--- src/rmii_strap_pkg.sv ---
// constants, field positions and carrier types of the rmii pin and strap block
// assumes a single 125 MHz system clock and a sampled rmii reference clock
package rmii_strap_pkg;

   // system clock and blink timing
   localparam int CLK_HZ = 125_000_000;
   localparam int BLINK_MS = 50;
   localparam int BLINK_CYCLES = (CLK_HZ / 1000) * BLINK_MS;

   // register indices as printed, byte address is four times the index
   localparam logic [7:0] IDX_CTRL = 8'h00;
   localparam logic [7:0] IDX_LEDCFG = 8'h1f;
   localparam logic [7:0] ADDR_CTRL = {IDX_CTRL[5:0], 2'b00};
   localparam logic [7:0] ADDR_LEDCFG = {IDX_LEDCFG[5:0], 2'b00};
   localparam logic [7:0] ADDR_STRAP = 8'h04;
   localparam logic [7:0] ADDR_STAT = 8'h08;
   localparam logic [7:0] ADDR_MASK = 8'h0c;
   localparam logic [7:0] ADDR_TXINFO = 8'h10;

   // control and led configuration register fields
   localparam int CTRL_LOOP = 0;
   localparam int CTRL_LINK = 1;
   localparam int CTRL_RXERR = 2;
   localparam int CTRL_ISO = 10;
   localparam int CTRL_ANEG = 12;
   localparam int LED_MODE_LSB = 4;

   // interrupt status fields
   localparam int EV_TXSTART = 0;
   localparam int EV_TXEND = 1;
   localparam int EV_RXEND = 2;
   localparam int EV_LINK = 3;
   localparam int NEV = 4;

   // operating modes from the three mode straps
   localparam logic [2:0] MODE_RMII = 3'h1;
   localparam logic [2:0] MODE_RMII_50M = 3'h5;

   // strap capture waits for the pin synchronisers to fill
   localparam logic [1:0] STRAP_WAIT = 2'h3;

   localparam logic [1:0] RESP_OKAY = 2'h0;
   localparam logic [1:0] RESP_SLVERR = 2'h2;

   typedef enum logic [1:0] {
      LED_LINKACT = 2'h0,
      LED_ACT = 2'h1
   } led_mode_type;

   typedef enum logic [1:0] {
      TX_IDLE = 2'h1,
      TX_BUSY = 2'h2
   } tx_state_type;

   typedef struct packed {
      logic [2:0] mode;
      logic bcastDisable;
      logic isolate;
      logic treeTestN;
      logic autoneg;
   } strap_type;

   typedef struct packed {
      logic en;
      logic [1:0] d;
   } dibit_type;

endpackage

--- src/rmii_pin_block.sv ---
// rmii side pins, reset straps, interrupt and led of an ethernet transceiver
// assumes an axi4-lite master on clk and an rmii mac clocked by refClkIn
// Operation
// - latch three mode straps at reset release
// - latch broadcast disable from refclock pin
// - latch isolate setting from receive-error pin
// - latch tree test select from interrupt pin
// - latch autoneg strap into control bit 12
// - drive carrier-sense/data-valid on mode-bit2 pin
// - drive reference clock in 25 MHz mode
// - leave reference clock pin undriven in 50M
// - drive receive error on isolate strap pin
// - interrupt pin open drain, drives low only
// - send two receive bits per clock
module rmii_pin_block
   import rmii_strap_pkg::*;
#(
   parameter int BLINK = BLINK_CYCLES
) (
   input wire logic clk,
   input wire logic sys_rst,
   input wire logic [7:0] awaddr,
   input wire logic awvalid,
   output logic awready,
   input wire logic [31:0] wdata,
   input wire logic [3:0] wstrb,
   input wire logic wvalid,
   output logic wready,
   output logic [1:0] bresp,
   output logic bvalid,
   input wire logic bready,
   input wire logic [7:0] araddr,
   input wire logic arvalid,
   output logic arready,
   output logic [31:0] rdata,
   output logic [1:0] rresp,
   output logic rvalid,
   input wire logic rready,
   output logic irq,
   input wire logic refClkIn,
   input wire logic txEn,
   input wire logic [1:0] txd,
   input wire logic cfgMode0In,
   input wire logic cfgMode1In,
   input wire logic crsDvIn,
   output logic crsDvOut,
   output logic crsDvOe,
   input wire logic refClkPinIn,
   output logic refClkPinOut,
   output logic refClkPinOe,
   input wire logic rxErIn,
   output logic rxErOut,
   output logic rxErOe,
   input wire logic irqPinIn,
   output logic irqPinOut,
   output logic irqPinOe,
   input wire logic ledPinIn,
   output logic ledPinOut,
   output logic ledPinOe,
   output logic [1:0] rxd
);
   logic [10:0] pinsS;
   logic refS;
   dibit_type txS;
   logic refPrev_r;
   logic refEdge;
   logic [1:0] strapCnt_r;
   logic strapDone_r;
   strap_type strap_r;
   logic loop_r;
   logic linkUp_r;
   logic forceErr_r;
   logic iso_r;
   logic aneg_r;
   logic [1:0] ledMode_r;
   logic [NEV-1:0] stat_r;
   logic [NEV-1:0] mask_r;
   logic [NEV-1:0] events;
   logic [NEV-1:0] clrBits;
   logic linkPrev_r;
   tx_state_type txState_r;
   logic [7:0] txShift_r;
   logic [1:0] dibitCnt_r;
   logic [7:0] txByte_r;
   logic [15:0] txBytes_r;
   logic rxActive_r;
   logic ledLevel;
   logic wrFire;
   logic wrHit;
   logic [31:0] rdNxt;
   logic rdHit;
   logic mode50;

   // every pin level crosses into clk before use
   sync2 #(.W(11)) pinSync (
      .clk(clk),
      .sys_rst(sys_rst),
      .din({refClkIn, txEn, txd, cfgMode0In, cfgMode1In, crsDvIn, refClkPinIn,
            rxErIn, irqPinIn, ledPinIn}),
      .dout(pinsS)
   );
   assign refS = pinsS[10];
   assign txS = pinsS[9:7];
   assign refEdge = refS & ~refPrev_r;
   assign mode50 = (strap_r.mode == MODE_RMII_50M);

   always_ff @(posedge clk or posedge sys_rst) begin
      if (sys_rst) begin
         refPrev_r <= 1'b0;
      end else begin
         refPrev_r <= refS;
      end
   end

   // strap pins are read only after the synchronisers hold post-reset levels
   always_ff @(posedge clk or posedge sys_rst) begin
      if (sys_rst) begin
         strapCnt_r <= '0;
         strapDone_r <= 1'b0;
         strap_r <= '0;
      end else if (!strapDone_r) begin
         strapCnt_r <= strapCnt_r + 2'h1;
         if (strapCnt_r == STRAP_WAIT) begin
            strapDone_r <= 1'b1;
            strap_r.mode <= {pinsS[4], pinsS[5], pinsS[6]};
            strap_r.bcastDisable <= pinsS[3];
            strap_r.isolate <= pinsS[2];
            strap_r.treeTestN <= pinsS[1];
            strap_r.autoneg <= pinsS[0];
         end
      end
   end

   // transmit dibits arrive lsb first on each reference clock rise
   always_ff @(posedge clk or posedge sys_rst) begin
      if (sys_rst) begin
         txState_r <= TX_IDLE;
         txShift_r <= '0;
         dibitCnt_r <= '0;
         txByte_r <= '0;
         txBytes_r <= '0;
      end else if (refEdge && strapDone_r) begin
         unique case (txState_r)
            TX_IDLE: begin
               dibitCnt_r <= '0;
               if (txS.en) begin
                  txState_r <= TX_BUSY;
                  txShift_r <= {txS.d, txShift_r[7:2]};
                  dibitCnt_r <= 2'h1;
               end
            end
            TX_BUSY: begin
               if (txS.en) begin
                  txShift_r <= {txS.d, txShift_r[7:2]};
                  dibitCnt_r <= dibitCnt_r + 2'h1;
                  if (dibitCnt_r == 2'h3) begin
                     txByte_r <= {txS.d, txShift_r[7:2]};
                     txBytes_r <= txBytes_r + 16'h1;
                  end
               end else begin
                  txState_r <= TX_IDLE;
               end
            end
         endcase
      end
   end

   // receive path loops transmit back; without a line side it is idle otherwise
   always_ff @(posedge clk or posedge sys_rst) begin
      if (sys_rst) begin
         rxd <= '0;
         crsDvOut <= 1'b0;
         rxErOut <= 1'b0;
         rxActive_r <= 1'b0;
      end else if (refEdge) begin
         rxd <= (loop_r && txS.en && !iso_r) ? txS.d : 2'h0;
         crsDvOut <= loop_r && txS.en;
         rxErOut <= loop_r && txS.en && forceErr_r;
         rxActive_r <= loop_r && txS.en;
      end
   end

   // pins stay inputs until the straps are taken
   always_ff @(posedge clk or posedge sys_rst) begin
      if (sys_rst) begin
         crsDvOe <= 1'b0;
         rxErOe <= 1'b0;
         refClkPinOe <= 1'b0;
         refClkPinOut <= 1'b0;
         ledPinOe <= 1'b0;
         ledPinOut <= 1'b1;
         irqPinOe <= 1'b0;
         irqPinOut <= 1'b0;
         irq <= 1'b0;
      end else begin
         crsDvOe <= strapDone_r && !iso_r;
         rxErOe <= strapDone_r && !iso_r;
         refClkPinOut <= refS;
         refClkPinOe <= strapDone_r && !mode50;
         ledPinOe <= strapDone_r;
         ledPinOut <= ledLevel;
         irqPinOut <= 1'b0;
         irqPinOe <= strapDone_r && |(stat_r & mask_r);
         irq <= |(stat_r & mask_r);
      end
   end

   led_driver #(.BLINK(BLINK)) ledDrv (
      .clk(clk),
      .sys_rst(sys_rst),
      .ledMode(ledMode_r),
      .linkUp(linkUp_r),
      .activity(txS.en | rxActive_r),
      .ledLevel(ledLevel)
   );

   // events: tx start and end, rx end, link change
   always_comb begin
      events = '0;
      events[EV_TXSTART] = refEdge && strapDone_r && txState_r == TX_IDLE && txS.en;
      events[EV_TXEND] = refEdge && strapDone_r && txState_r == TX_BUSY && !txS.en;
      events[EV_RXEND] = refEdge && rxActive_r && !(loop_r && txS.en);
      events[EV_LINK] = linkUp_r != linkPrev_r;
   end

   // axi write: address and data taken together, one outstanding
   assign wrFire = awvalid && wvalid && !awready && !bvalid;
   assign wrHit = awaddr == ADDR_CTRL || awaddr == ADDR_LEDCFG || awaddr == ADDR_STAT ||
                  awaddr == ADDR_MASK;
   assign clrBits = (wrFire && awaddr == ADDR_STAT && wstrb[0]) ? wdata[NEV-1:0] : '0;

   always_ff @(posedge clk or posedge sys_rst) begin
      if (sys_rst) begin
         awready <= 1'b0;
         wready <= 1'b0;
         bvalid <= 1'b0;
         bresp <= RESP_OKAY;
      end else begin
         awready <= wrFire;
         wready <= wrFire;
         if (wrFire) begin
            bvalid <= 1'b1;
            bresp <= wrHit ? RESP_OKAY : RESP_SLVERR;
         end else if (bready) begin
            bvalid <= 1'b0;
         end
      end
   end

   always_ff @(posedge clk or posedge sys_rst) begin
      if (sys_rst) begin
         loop_r <= 1'b0;
         linkUp_r <= 1'b0;
         forceErr_r <= 1'b0;
         iso_r <= 1'b0;
         aneg_r <= 1'b0;
         ledMode_r <= LED_LINKACT;
         mask_r <= '0;
      end else if (strapDone_r == 1'b0 && strapCnt_r == STRAP_WAIT) begin
         iso_r <= pinsS[2];
         aneg_r <= pinsS[0];
      end else if (wrFire) begin
         if (awaddr == ADDR_CTRL && wstrb[0]) begin
            loop_r <= wdata[CTRL_LOOP];
            linkUp_r <= wdata[CTRL_LINK];
            forceErr_r <= wdata[CTRL_RXERR];
         end
         if (awaddr == ADDR_CTRL && wstrb[1]) begin
            iso_r <= wdata[CTRL_ISO];
            aneg_r <= wdata[CTRL_ANEG];
         end
         if (awaddr == ADDR_LEDCFG && wstrb[0]) begin
            ledMode_r <= wdata[LED_MODE_LSB +: 2];
         end
         if (awaddr == ADDR_MASK && wstrb[0]) begin
            mask_r <= wdata[NEV-1:0];
         end
      end
   end

   // an event in the clearing cycle survives
   always_ff @(posedge clk or posedge sys_rst) begin
      if (sys_rst) begin
         stat_r <= '0;
         linkPrev_r <= 1'b0;
      end else begin
         stat_r <= (stat_r & ~clrBits) | events;
         linkPrev_r <= linkUp_r;
      end
   end

   // axi read
   always_comb begin
      rdNxt = '0;
      rdHit = 1'b1;
      unique case (araddr)
         ADDR_CTRL: begin
            rdNxt[CTRL_LOOP] = loop_r;
            rdNxt[CTRL_LINK] = linkUp_r;
            rdNxt[CTRL_RXERR] = forceErr_r;
            rdNxt[CTRL_ISO] = iso_r;
            rdNxt[CTRL_ANEG] = aneg_r;
         end
         ADDR_LEDCFG: rdNxt[LED_MODE_LSB +: 2] = ledMode_r;
         ADDR_STRAP: rdNxt[$bits(strap_type):0] = {strapDone_r, strap_r};
         ADDR_STAT: rdNxt[NEV-1:0] = stat_r;
         ADDR_MASK: rdNxt[NEV-1:0] = mask_r;
         ADDR_TXINFO: rdNxt[23:0] = {txBytes_r, txByte_r};
         default: rdHit = 1'b0;
      endcase
   end

   always_ff @(posedge clk or posedge sys_rst) begin
      if (sys_rst) begin
         arready <= 1'b0;
         rvalid <= 1'b0;
         rdata <= '0;
         rresp <= RESP_OKAY;
      end else begin
         arready <= arvalid && !arready && !rvalid;
         if (arvalid && !arready && !rvalid) begin
            rvalid <= 1'b1;
            rdata <= rdNxt;
            rresp <= rdHit ? RESP_OKAY : RESP_SLVERR;
         end else if (rready) begin
            rvalid <= 1'b0;
         end
      end
   end
endmodule

--- src/sync2.sv ---
// two flip-flop synchroniser for a group of asynchronous levels
// assumes inputs are quasi static relative to clk
module sync2 #(
   parameter int W = 1
) (
   input wire logic clk,
   input wire logic sys_rst,
   input wire logic [W-1:0] din,
   output logic [W-1:0] dout
);
   logic [W-1:0] meta_r;

   always_ff @(posedge clk or posedge sys_rst) begin
      if (sys_rst) begin
         meta_r <= '0;
         dout <= '0;
      end else begin
         meta_r <= din;
         dout <= meta_r;
      end
   end
endmodule

--- src/led_driver.sv ---
// link and activity led level, pin low means lit
// assumes link and activity are levels on clk
module led_driver
   import rmii_strap_pkg::*;
#(
   parameter int BLINK = BLINK_CYCLES
) (
   input wire logic clk,
   input wire logic sys_rst,
   input wire logic [1:0] ledMode,
   input wire logic linkUp,
   input wire logic activity,
   output logic ledLevel
);
   logic [31:0] blinkCnt_r;
   logic blink_r;
   logic ledNxt;

   always_ff @(posedge clk or posedge sys_rst) begin
      if (sys_rst) begin
         blinkCnt_r <= '0;
         blink_r <= 1'b0;
      end else if (blinkCnt_r == 32'(BLINK - 1)) begin
         blinkCnt_r <= '0;
         blink_r <= ~blink_r;
      end else begin
         blinkCnt_r <= blinkCnt_r + 32'h1;
      end
   end

   always_comb begin
      ledNxt = 1'b1;
      if (ledMode == LED_LINKACT) begin
         ledNxt = activity ? blink_r : ~linkUp;
      end else if (ledMode == LED_ACT) begin
         ledNxt = activity ? blink_r : 1'b1;
      end
   end

   always_ff @(posedge clk or posedge sys_rst) begin
      if (sys_rst) begin
         ledLevel <= 1'b1;
      end else begin
         ledLevel <= ledNxt;
      end
   end
endmodule

--- config.mk ---
export PLATFORM = sky130hd
export DESIGN_NAME = rmii_pin_block
export DESIGN_NICKNAME = d
export VERILOG_FILES = /design/src/rmii_strap_pkg.sv /design/src/rmii_pin_block.sv /design/src/sync2.sv /design/src/led_driver.sv
export SDC_FILE = /design/constraint.sdc
export NUM_CORES = 1
export LEC_CHECK = 0
export BUFFER_PORTS_ARGS = -buffer_cell sky130_fd_sc_hd__buf_2
export CAP_MARGIN = 15
export CORE_MARGIN = 5
export CORE_UTILIZATION = 45
export CTS_CLUSTER_DIAMETER = 100
export DETAILED_ROUTE_END_ITERATION = 8
export GPL_TIMING_DRIVEN = 1
export PLACE_DENSITY = 0.67
export SYNTH_ARGS = -nofsm -noshare
export SYNTH_HDL_FRONTEND = slang
export SYNTH_HIERARCHICAL = 1
export SYNTH_SLANG_ARGS = --single-unit
--- constraint.sdc ---
create_clock -name clk -period 3.73 [get_ports clk]
set_input_delay 0.373 -clock clk [delete_from_list [all_inputs] [get_ports clk]]
set_output_delay 0.373 -clock clk [all_outputs]
set_load 0.05 [all_outputs]
==> key figures, run 1 <==
Outcome
  – Status: finished, final reports clean

Logic synthesis
  – Cells after synthesis: 573
  – FFs w/ async S/R, synth: 100%
  – Synth Area in Adders: 1.11%
  – Largest cells by area after synthesis: dfrtp_1 57%, mux2_2 4.2%, xnor2_1 3.5%
  – Mean Syn Cell Area: 11.8 um2
  – Number of synthesized flops with an enable pin: 0
  – Post-synthesis compound-gate area fraction: 6.49%
  – Mapped cell area: 6750 um2
  – Sequential share of the synthesized area: 58.2%
  – Ys Warns: 6
  – Post-synth top area cell: dfrtp_1
  – Mux cell area share after synthesis: 5.47%
  – Post-Synth XOR/XNOR Area: 5.97%
  – Synth unique cells: 63
  – Flop and latch count out of synthesis: 157
  – Post-synthesis simple-gate area fraction: 19.0%
  – Yosys top cell area share: 57.1%
  – Synth Flop Type: dfrtp_1
  – Largest family of logic cells by synthesized area: simple AND/OR/NAND/NOR gates

Worst setup path
  – Critical Path AT: 2.68 ns
  – Critical path buffers and inverters: 0
  – Sequence of cells on the critical path: nand3b_1, nor2_1, mux2_2
  – Max FO, Critical Path: 13
  – Setup crit end kind: register
  – WP data required: 4.03 ns
  – Critical Path Max Stage Delay: 0.91 ns
  – Crit start category: register
  – Slowest cell on crit path: nor2_1
  – Delay-heaviest family, CP: simple AND/OR/NAND/NOR gates
  – Crit path kind: register to register

Place
  – Final HPWL DP: 10.6 mm
  – Port Buffers: 86
  – Gp weighted congestion: 0.855
  – DP Worst Slack: 1.33 ns

Finish
  – Reg area: 3930 um2
  – Multi-input gate area: 2610 um2
  – Share of cells above drive strength 1: 25.5%
  – Most frequent cells in the layout: 154 x dfrtp_1, 86 x buf_2, 62 x nand2_1
  – Final nets: 741
  – Fillcell total: 1246
  – Most common cell after layout, fill and taps aside: dfrtp_1
  – Number of diodes: 0
  – Area Overhead vs Synth: 17.3%

Pwr
  – Reg power frac: 45.9%
  – Pwr Density: 531 nW/um2
  – VDD IR-drop max: 347 uV
  – Leak Pwr: 3.87 nW
  – Clock Power Share: 42.0%
  – Net Sw Frac: 26.3%
  – Combinational power share: 12.1%
  – NetSw: 1.11 mW
  – Pint: 3.09 mW

Global routing
  – GRT Overall Usage: 18.0%
  – Global-route wire length before repair: 25.3 mm
  – Initial antenna violation count: 0
  – Global route overflow: 0
  – Vias in the first global route: 4779
  – Largest net degree at the start of global routing: 39

Clock network
  – Clock buffer depth: 2
  – CTS tree: yes
  – CTS Hold Buffers Added: 1
  – CTS Root Cell: clkbuf_16
  – Num CTS Buffers: 17
  – Clk_lat worst skew: 0.42 ns
  – # Post-CTS Setup Buffers: 0
  – CTS Sinks: 157
  – CTS resizes: 0
  – H-Tree Depth: 4
  – Clk slew on worst S/H paths: 0.06 ns

Die
  – Total I/O pin count: 124
  – Die H: 133 um
  – Die area: 17600 um2
  – CORE AREA: 14600 um2
  – Die span in x: 133 um
  – Starting density of the core: 46.1%
  – Std-Cell Rows: 44

Timing
  – Fin crit share: 63.8%
  – Setup Skew: 0.00503 ns
  – Relative slew slack: 28.7%
  – Max Clock Freq: 0.420 GHz
  – Setup WS post-layout: 1.35 ns
  – Setup TNS: 0 ns
  – Unrepaired setup endpoints after global routing: no
  – Crit path time final: 2.38 ns
  – Final Max Tran Viols: 0
  – Final hold vios: 0
  – Final setup viols: 0
  – Worst-Margin Slew: 1.07 ns
  – Hold slack: 0.0546 ns

Route
  – Antenna viol nets, final: 0
  – First-pass iteration count of the detailed router: 5
  – Via count: 4710
  – WL/cell: 17.2 um
  – Starting DRT DRC Count: 292
  – Vias per cell: 5.46
  – DRT Wirelength: 14.9 mm
  – Final routed DRC violation total: 0

Min path
  – Hold crit path type: input port to register

Job
  – Max-cap viol count: 0
==> state kept, by name (all words and copies together), names as in the netlist, 4 cells and up <==
signal	cells
txByte_r	8
txShift_r	6
stat_r	4
txBytes_r	16
ledDrv/blinkCnt_r	32
strap_r	7
pinSync/dout	11
pinSync/meta_r	11
mask_r	4
rdata	24
==> cell usage after synthesis, types with 4 or more instances <==
library cell	instances
and3_1	13
a31oi_1	4
nand2_1	62
mux2_2	25
nand4_1	20
nor3_1	6
nand2b_1	4
nor4_1	9
buf_2	4
nor2_1	35
xor2_1	19
xnor2_1	27
a21oi_1	10
o21ai_0	14
clkbuf_1	8
inv_1	16
ha_1	6
a21o_1	5
a22o_1	15
nand3_1	30
dfrtp_1	154
nor2b_1	4
buf_4	13
==> per-layer routing <==
layer	track usage [%]	routed length, um	up-vias
met5	0	0	-
li1	-	-	2195
met1	24.1	6660	2385
met3	4.71	636	19
met2	29.1	7310	111
met4	5.25	249	0
==> kinds of logic after synthesis <==
logic type                 after synthesis
xor gates and xnor gates                46
adders and majority gates                6
AOI/OAI and AO/OA                       63
and+or+nand+nor                        225
other                                    1
buffers and inverters                   45
DFF                                    157
muxes                                   30
==> power groups by stage <==
stage          Combinational, mW  Sequential, mW  Clock (mW)
2_1_floorplan              0.280            2.05           0
3_3_place_gp               0.494            1.95           0
3_5_place_dp               0.511            1.96           0
4_1_cts                    0.516            1.93        1.79
5_1_grt                    0.556            1.94        1.88
6_report                   0.509            1.93        1.76
==> cell type report <==
type / count / area share [%]
clock inverters: 10 / 1.74
flip-flops and latches: 157 / 49.7
multi-input cells: 381 / 33.0
inverters: 16 / 0.790
clock buffers: 22 / 5.86
repair buffers: 92 / 6.04
well taps: 184 / 2.91
==> through the flow <==
stage                     utilization [%]  total power, mW  instance area [um2]  instances
after floorplan                         -             2.33                 6790        583
after global placement               49.9             2.44                 7310        829
after detailed placement             49.9             2.47                 7310        829
after CTS                            54.1             4.24                 7920        862
after global routing                 54.1             4.38                 7920        862
final                                54.1             4.20                 7920        862
==> path summary, 6_finish.rpt <==
path                                         from                    end  slack [ns]  cells after the start
worst max-delay path                  strapDone_r            txByte_r[5]        1.35                      3
worst min-delay path                         txEn      pinSync/meta_r[9]        0.05                      1
worst max register to register        strapDone_r            txByte_r[5]        1.35                      3
worst min register to register  pinSync/meta_r[0]        pinSync/dout[0]        0.35                      0
max in group asynchronous                 sys_rst           txState_r[0]        2.30                      4
min in group asynchronous                 sys_rst  ledDrv/blinkCnt_r[22]        0.52                      3
Note: power is estimated with default switching activity, not from simulation.
==> inputs of run 2 (changes only) <==
--- a/config.mk
+++ b/config.mk
@@ -12,7 +12,7 @@
 export CTS_CLUSTER_DIAMETER = 100
 export DETAILED_ROUTE_END_ITERATION = 8
 export GPL_TIMING_DRIVEN = 1
-export PLACE_DENSITY = 0.67
+export PLACE_DENSITY = 0.69
 export SYNTH_ARGS = -nofsm -noshare
 export SYNTH_HDL_FRONTEND = slang
 export SYNTH_HIERARCHICAL = 1
==> constraint.sdc (replaced) <==
create_clock -name clk -period 2 [get_ports clk]
set_input_delay 0.2 -clock clk [delete_from_list [all_inputs] [get_ports clk]]
set_output_delay 0.2 -clock clk [all_outputs]
set_load 0.05 [all_outputs]
==> run 2 against run 1 <==
  * Die area unchanged
  * Non-clock buffer count grew 28
  * Global-route usage up 0.064 points
  * Register-to-register slack lost 1.2 ns
  * Total power up 94%
  * Critical endpoint is now txBytes_r[15]
  * First-iteration DRC count is 4.5% lower
  * Largest cell class unchanged
  * Clock power up 100%
  * Count of clock-buffer cells in the layout is 4 lower
  * Combinational power rose by 95%
  * Wire length up 1.7%
  * Cell count increased by 3.2%
==> key figures, run 2 (synthesis results as in run 1) <==
Outcome
  – Status: finished, final reports clean (unchanged)

Clock network
  – Clock buffer depth: 2 (unchanged)
  – Clk slew on worst S/H paths: 0.06 ns (about the same)
  – CTS Root Cell: clkbuf_16 (unchanged)
  – CTS Sinks: 157 (unchanged)
  – Clk_lat worst skew: 0.42 ns (about the same)
  – CTS tree: yes (unchanged)
  – H-Tree Depth: 4 (unchanged)
  – Num CTS Buffers: 17 (unchanged)

Place
  – Gp weighted congestion: 0.852 (was 0.855)
  – Final HPWL DP: 11.0 mm (was 10.6 mm)
  – Port Buffers: 86 (unchanged)
  – DP Worst Slack: 0.0566 ns (was 1.33 ns)

Worst setup path
  – R2R Path End: txBytes_r[15] (was txByte_r[5])
  – Worst r2r src: txState_r[0] (was strapDone_r)
  – Crit path kind: register to register (unchanged)
  – Critical Path AT: 2.14 ns (was 2.68 ns)
  – WP data required: 2.31 ns (was 4.03 ns)
  – Setup crit end kind: register (unchanged)
  – Max FO, Critical Path: 8 (was 13)
  – Worst Reg-to-Reg Cells: 7 (was 3)
  – Worst R2R Setup Slack: 0.17 ns (was 1.35 ns)
  – Crit start category: register (unchanged)

Global routing
  – Global route overflow: 0 (unchanged)
  – Global-route wire length before repair: 25.4 mm (was 25.3 mm)
  – Largest net degree at the start of global routing: 35 (was 39)
  – Vias in the first global route: 5051 (was 4779)
  – Initial antenna violation count: 1 (was 0)
  – GRT Overall Usage: 18.1% (was 18.0%)

Timing
  – Unrepaired setup endpoints after global routing: no (unchanged)
  – Setup WS post-layout: 0.171 ns (was 1.35 ns)
  – Setup TNS: 0 ns (unchanged)
  – Final hold vios: 0 (unchanged)
  – Final Max Tran Viols: 0 (unchanged)
  – Max Clock Freq: 0.547 GHz (was 0.420 GHz)
  – Relative slew slack: 55.4% (was 28.7%)
  – Setup Skew: 0.00644 ns (was 0.00503 ns)
  – Fin crit share: 91.4% (was 63.8%)
  – Worst-Margin Slew: 0.667 ns (was 1.07 ns)
  – Final setup viols: 0 (unchanged)
  – Crit path time final: 1.83 ns (was 2.38 ns)
  – Hold slack: 0.0222 ns (was 0.0546 ns)

Route
  – Via count: 4816 (was 4710)
  – Antenna viol nets, final: 0 (unchanged)
  – First-pass iteration count of the detailed router: 4 (was 5)
  – DRT Wirelength: 15.1 mm (was 14.9 mm)
  – WL/cell: 17.0 um (was 17.2 um)
  – Starting DRT DRC Count: 279 (was 292)
  – Final routed DRC violation total: 0 (unchanged)
  – Vias per cell: 5.41 (was 5.46)

Die
  – Total I/O pin count: 124 (unchanged)
  – Die H: 133 um (unchanged)
  – Std-Cell Rows: 44 (unchanged)
  – CORE AREA: 14600 um2 (unchanged)
  – Die area: 17600 um2 (unchanged)
  – Starting density of the core: 46.1% (unchanged)
  – Die span in x: 133 um (unchanged)

Finish
  – Share of cells above drive strength 1: 27.3% (was 25.5%)
  – Top reg by flops: ledDrv/blinkCnt_r (unchanged)
  – Biggest regs: ledDrv/blinkCnt_r (32), rdata (24), txBytes_r (16) (unchanged)
  – Number of diodes: 0 (unchanged)
  – Final nets: 769 (was 741)
  – Area Overhead vs Synth: 22.3% (was 17.3%)
  – Fillcell total: 1211 (was 1246)
  – Max FFs per register: 32 (unchanged)
  – Most common cell after layout, fill and taps aside: dfrtp_1 (unchanged)
  – Most frequent cells in the layout: 154 x dfrtp_1, 86 x buf_2, 62 x nand2_1 (unchanged)

Pwr
  – Leak Pwr: 4.04 nW (was 3.87 nW)
  – Pwr Density: 985 nW/um2 (was 531 nW/um2)
  – VDD IR-drop max: 670 uV (was 347 uV)
  – Total power draw: 8.13 mW (was 4.20 mW)

Min path
  – Hold crit path type: input port to register (unchanged)
  – Hold Path Cell Cnt: 2 (was 1)
  – Hold path start: wdata[5] (was txEn)
  – Hold Path Sink: ledMode_r[1] (was pinSync/meta_r[9])

Job
  – Max-cap viol count: 0 (unchanged)
[run 2: where the power goes]
part	switching (mW)	internal, mW	total (mW)
registers	0.160	3.43	3.59
clock network	1.29	2.25	3.54
logic	0.650	0.346	0.995
total	2.10	6.03	8.13
[run 2: worst max path at each step]
stage / start / to / slack [ns] / depth (start not counted)
detailed placement: bvalid / mask_r[0] / 0.06 / 4
CTS: bvalid / mask_r[0] / 0.04 / 4
global placement: bvalid / mask_r[0] / 0.12 / 4
finish: txState_r[0] / txBytes_r[15] / 0.17 / 7
global route: txState_r[0] / txBytes_r[15] / 0.05 / 7
floorplan: rvalid / rdata[12] / 0.01 / 6
[run 2: cell type report]
type | count | area [um2] | area share, %
multi-input cells | 381 | 2620 | 31.7
flip-flops and latches | 157 | 3930 | 47.6
repair buffers | 120 | 756 | 9.15
clock buffers | 18 | 439 | 5.32
clock inverters | 14 | 216 | 2.62
inverters | 16 | 63.8 | 0.773
well taps | 184 | 230 | 2.79
[run 2: worst max-delay path, stage by stage, from the launching register on]
cell and delay [ns]:
dfstp_2 0.38, inv_1 0.06, ha_1 0.28, nand3_1 0.17
nor4_1 0.35, buf_4 0.20, nand4_1 0.12, xnor2_1 0.15
[run 2: metal layers]
| metal | vias to the layer above | wire (um) | track usage, % |
|---|---|---|---|
| met3 | 29 | 797 | 5.09 |
| met4 | 2 | 254 | 5.54 |
| met1 | 2426 | 6580 | 23.1 |
| met5 | - | 13 | 0 |
| li1 | 2242 | - | - |
| met2 | 117 | 7470 | 30.0 |
[run 2: through the flow]
step	util, %	instance area, um2	std cells
floorplan	-	6790	583
global placement	51.0	7460	845
detailed placement	51.0	7460	845
CTS	56.3	8250	890
global route	56.4	8260	890
finish	56.4	8260	890
[run 2: timing repair]
action                                 in CTS  in global routing
endpoints found under the hold margin      88                  0
resized for setup                           0                  1
buffers inserted                            0                  0
setup endpoints to repair                   0                  6
hold buffers                               13                  0
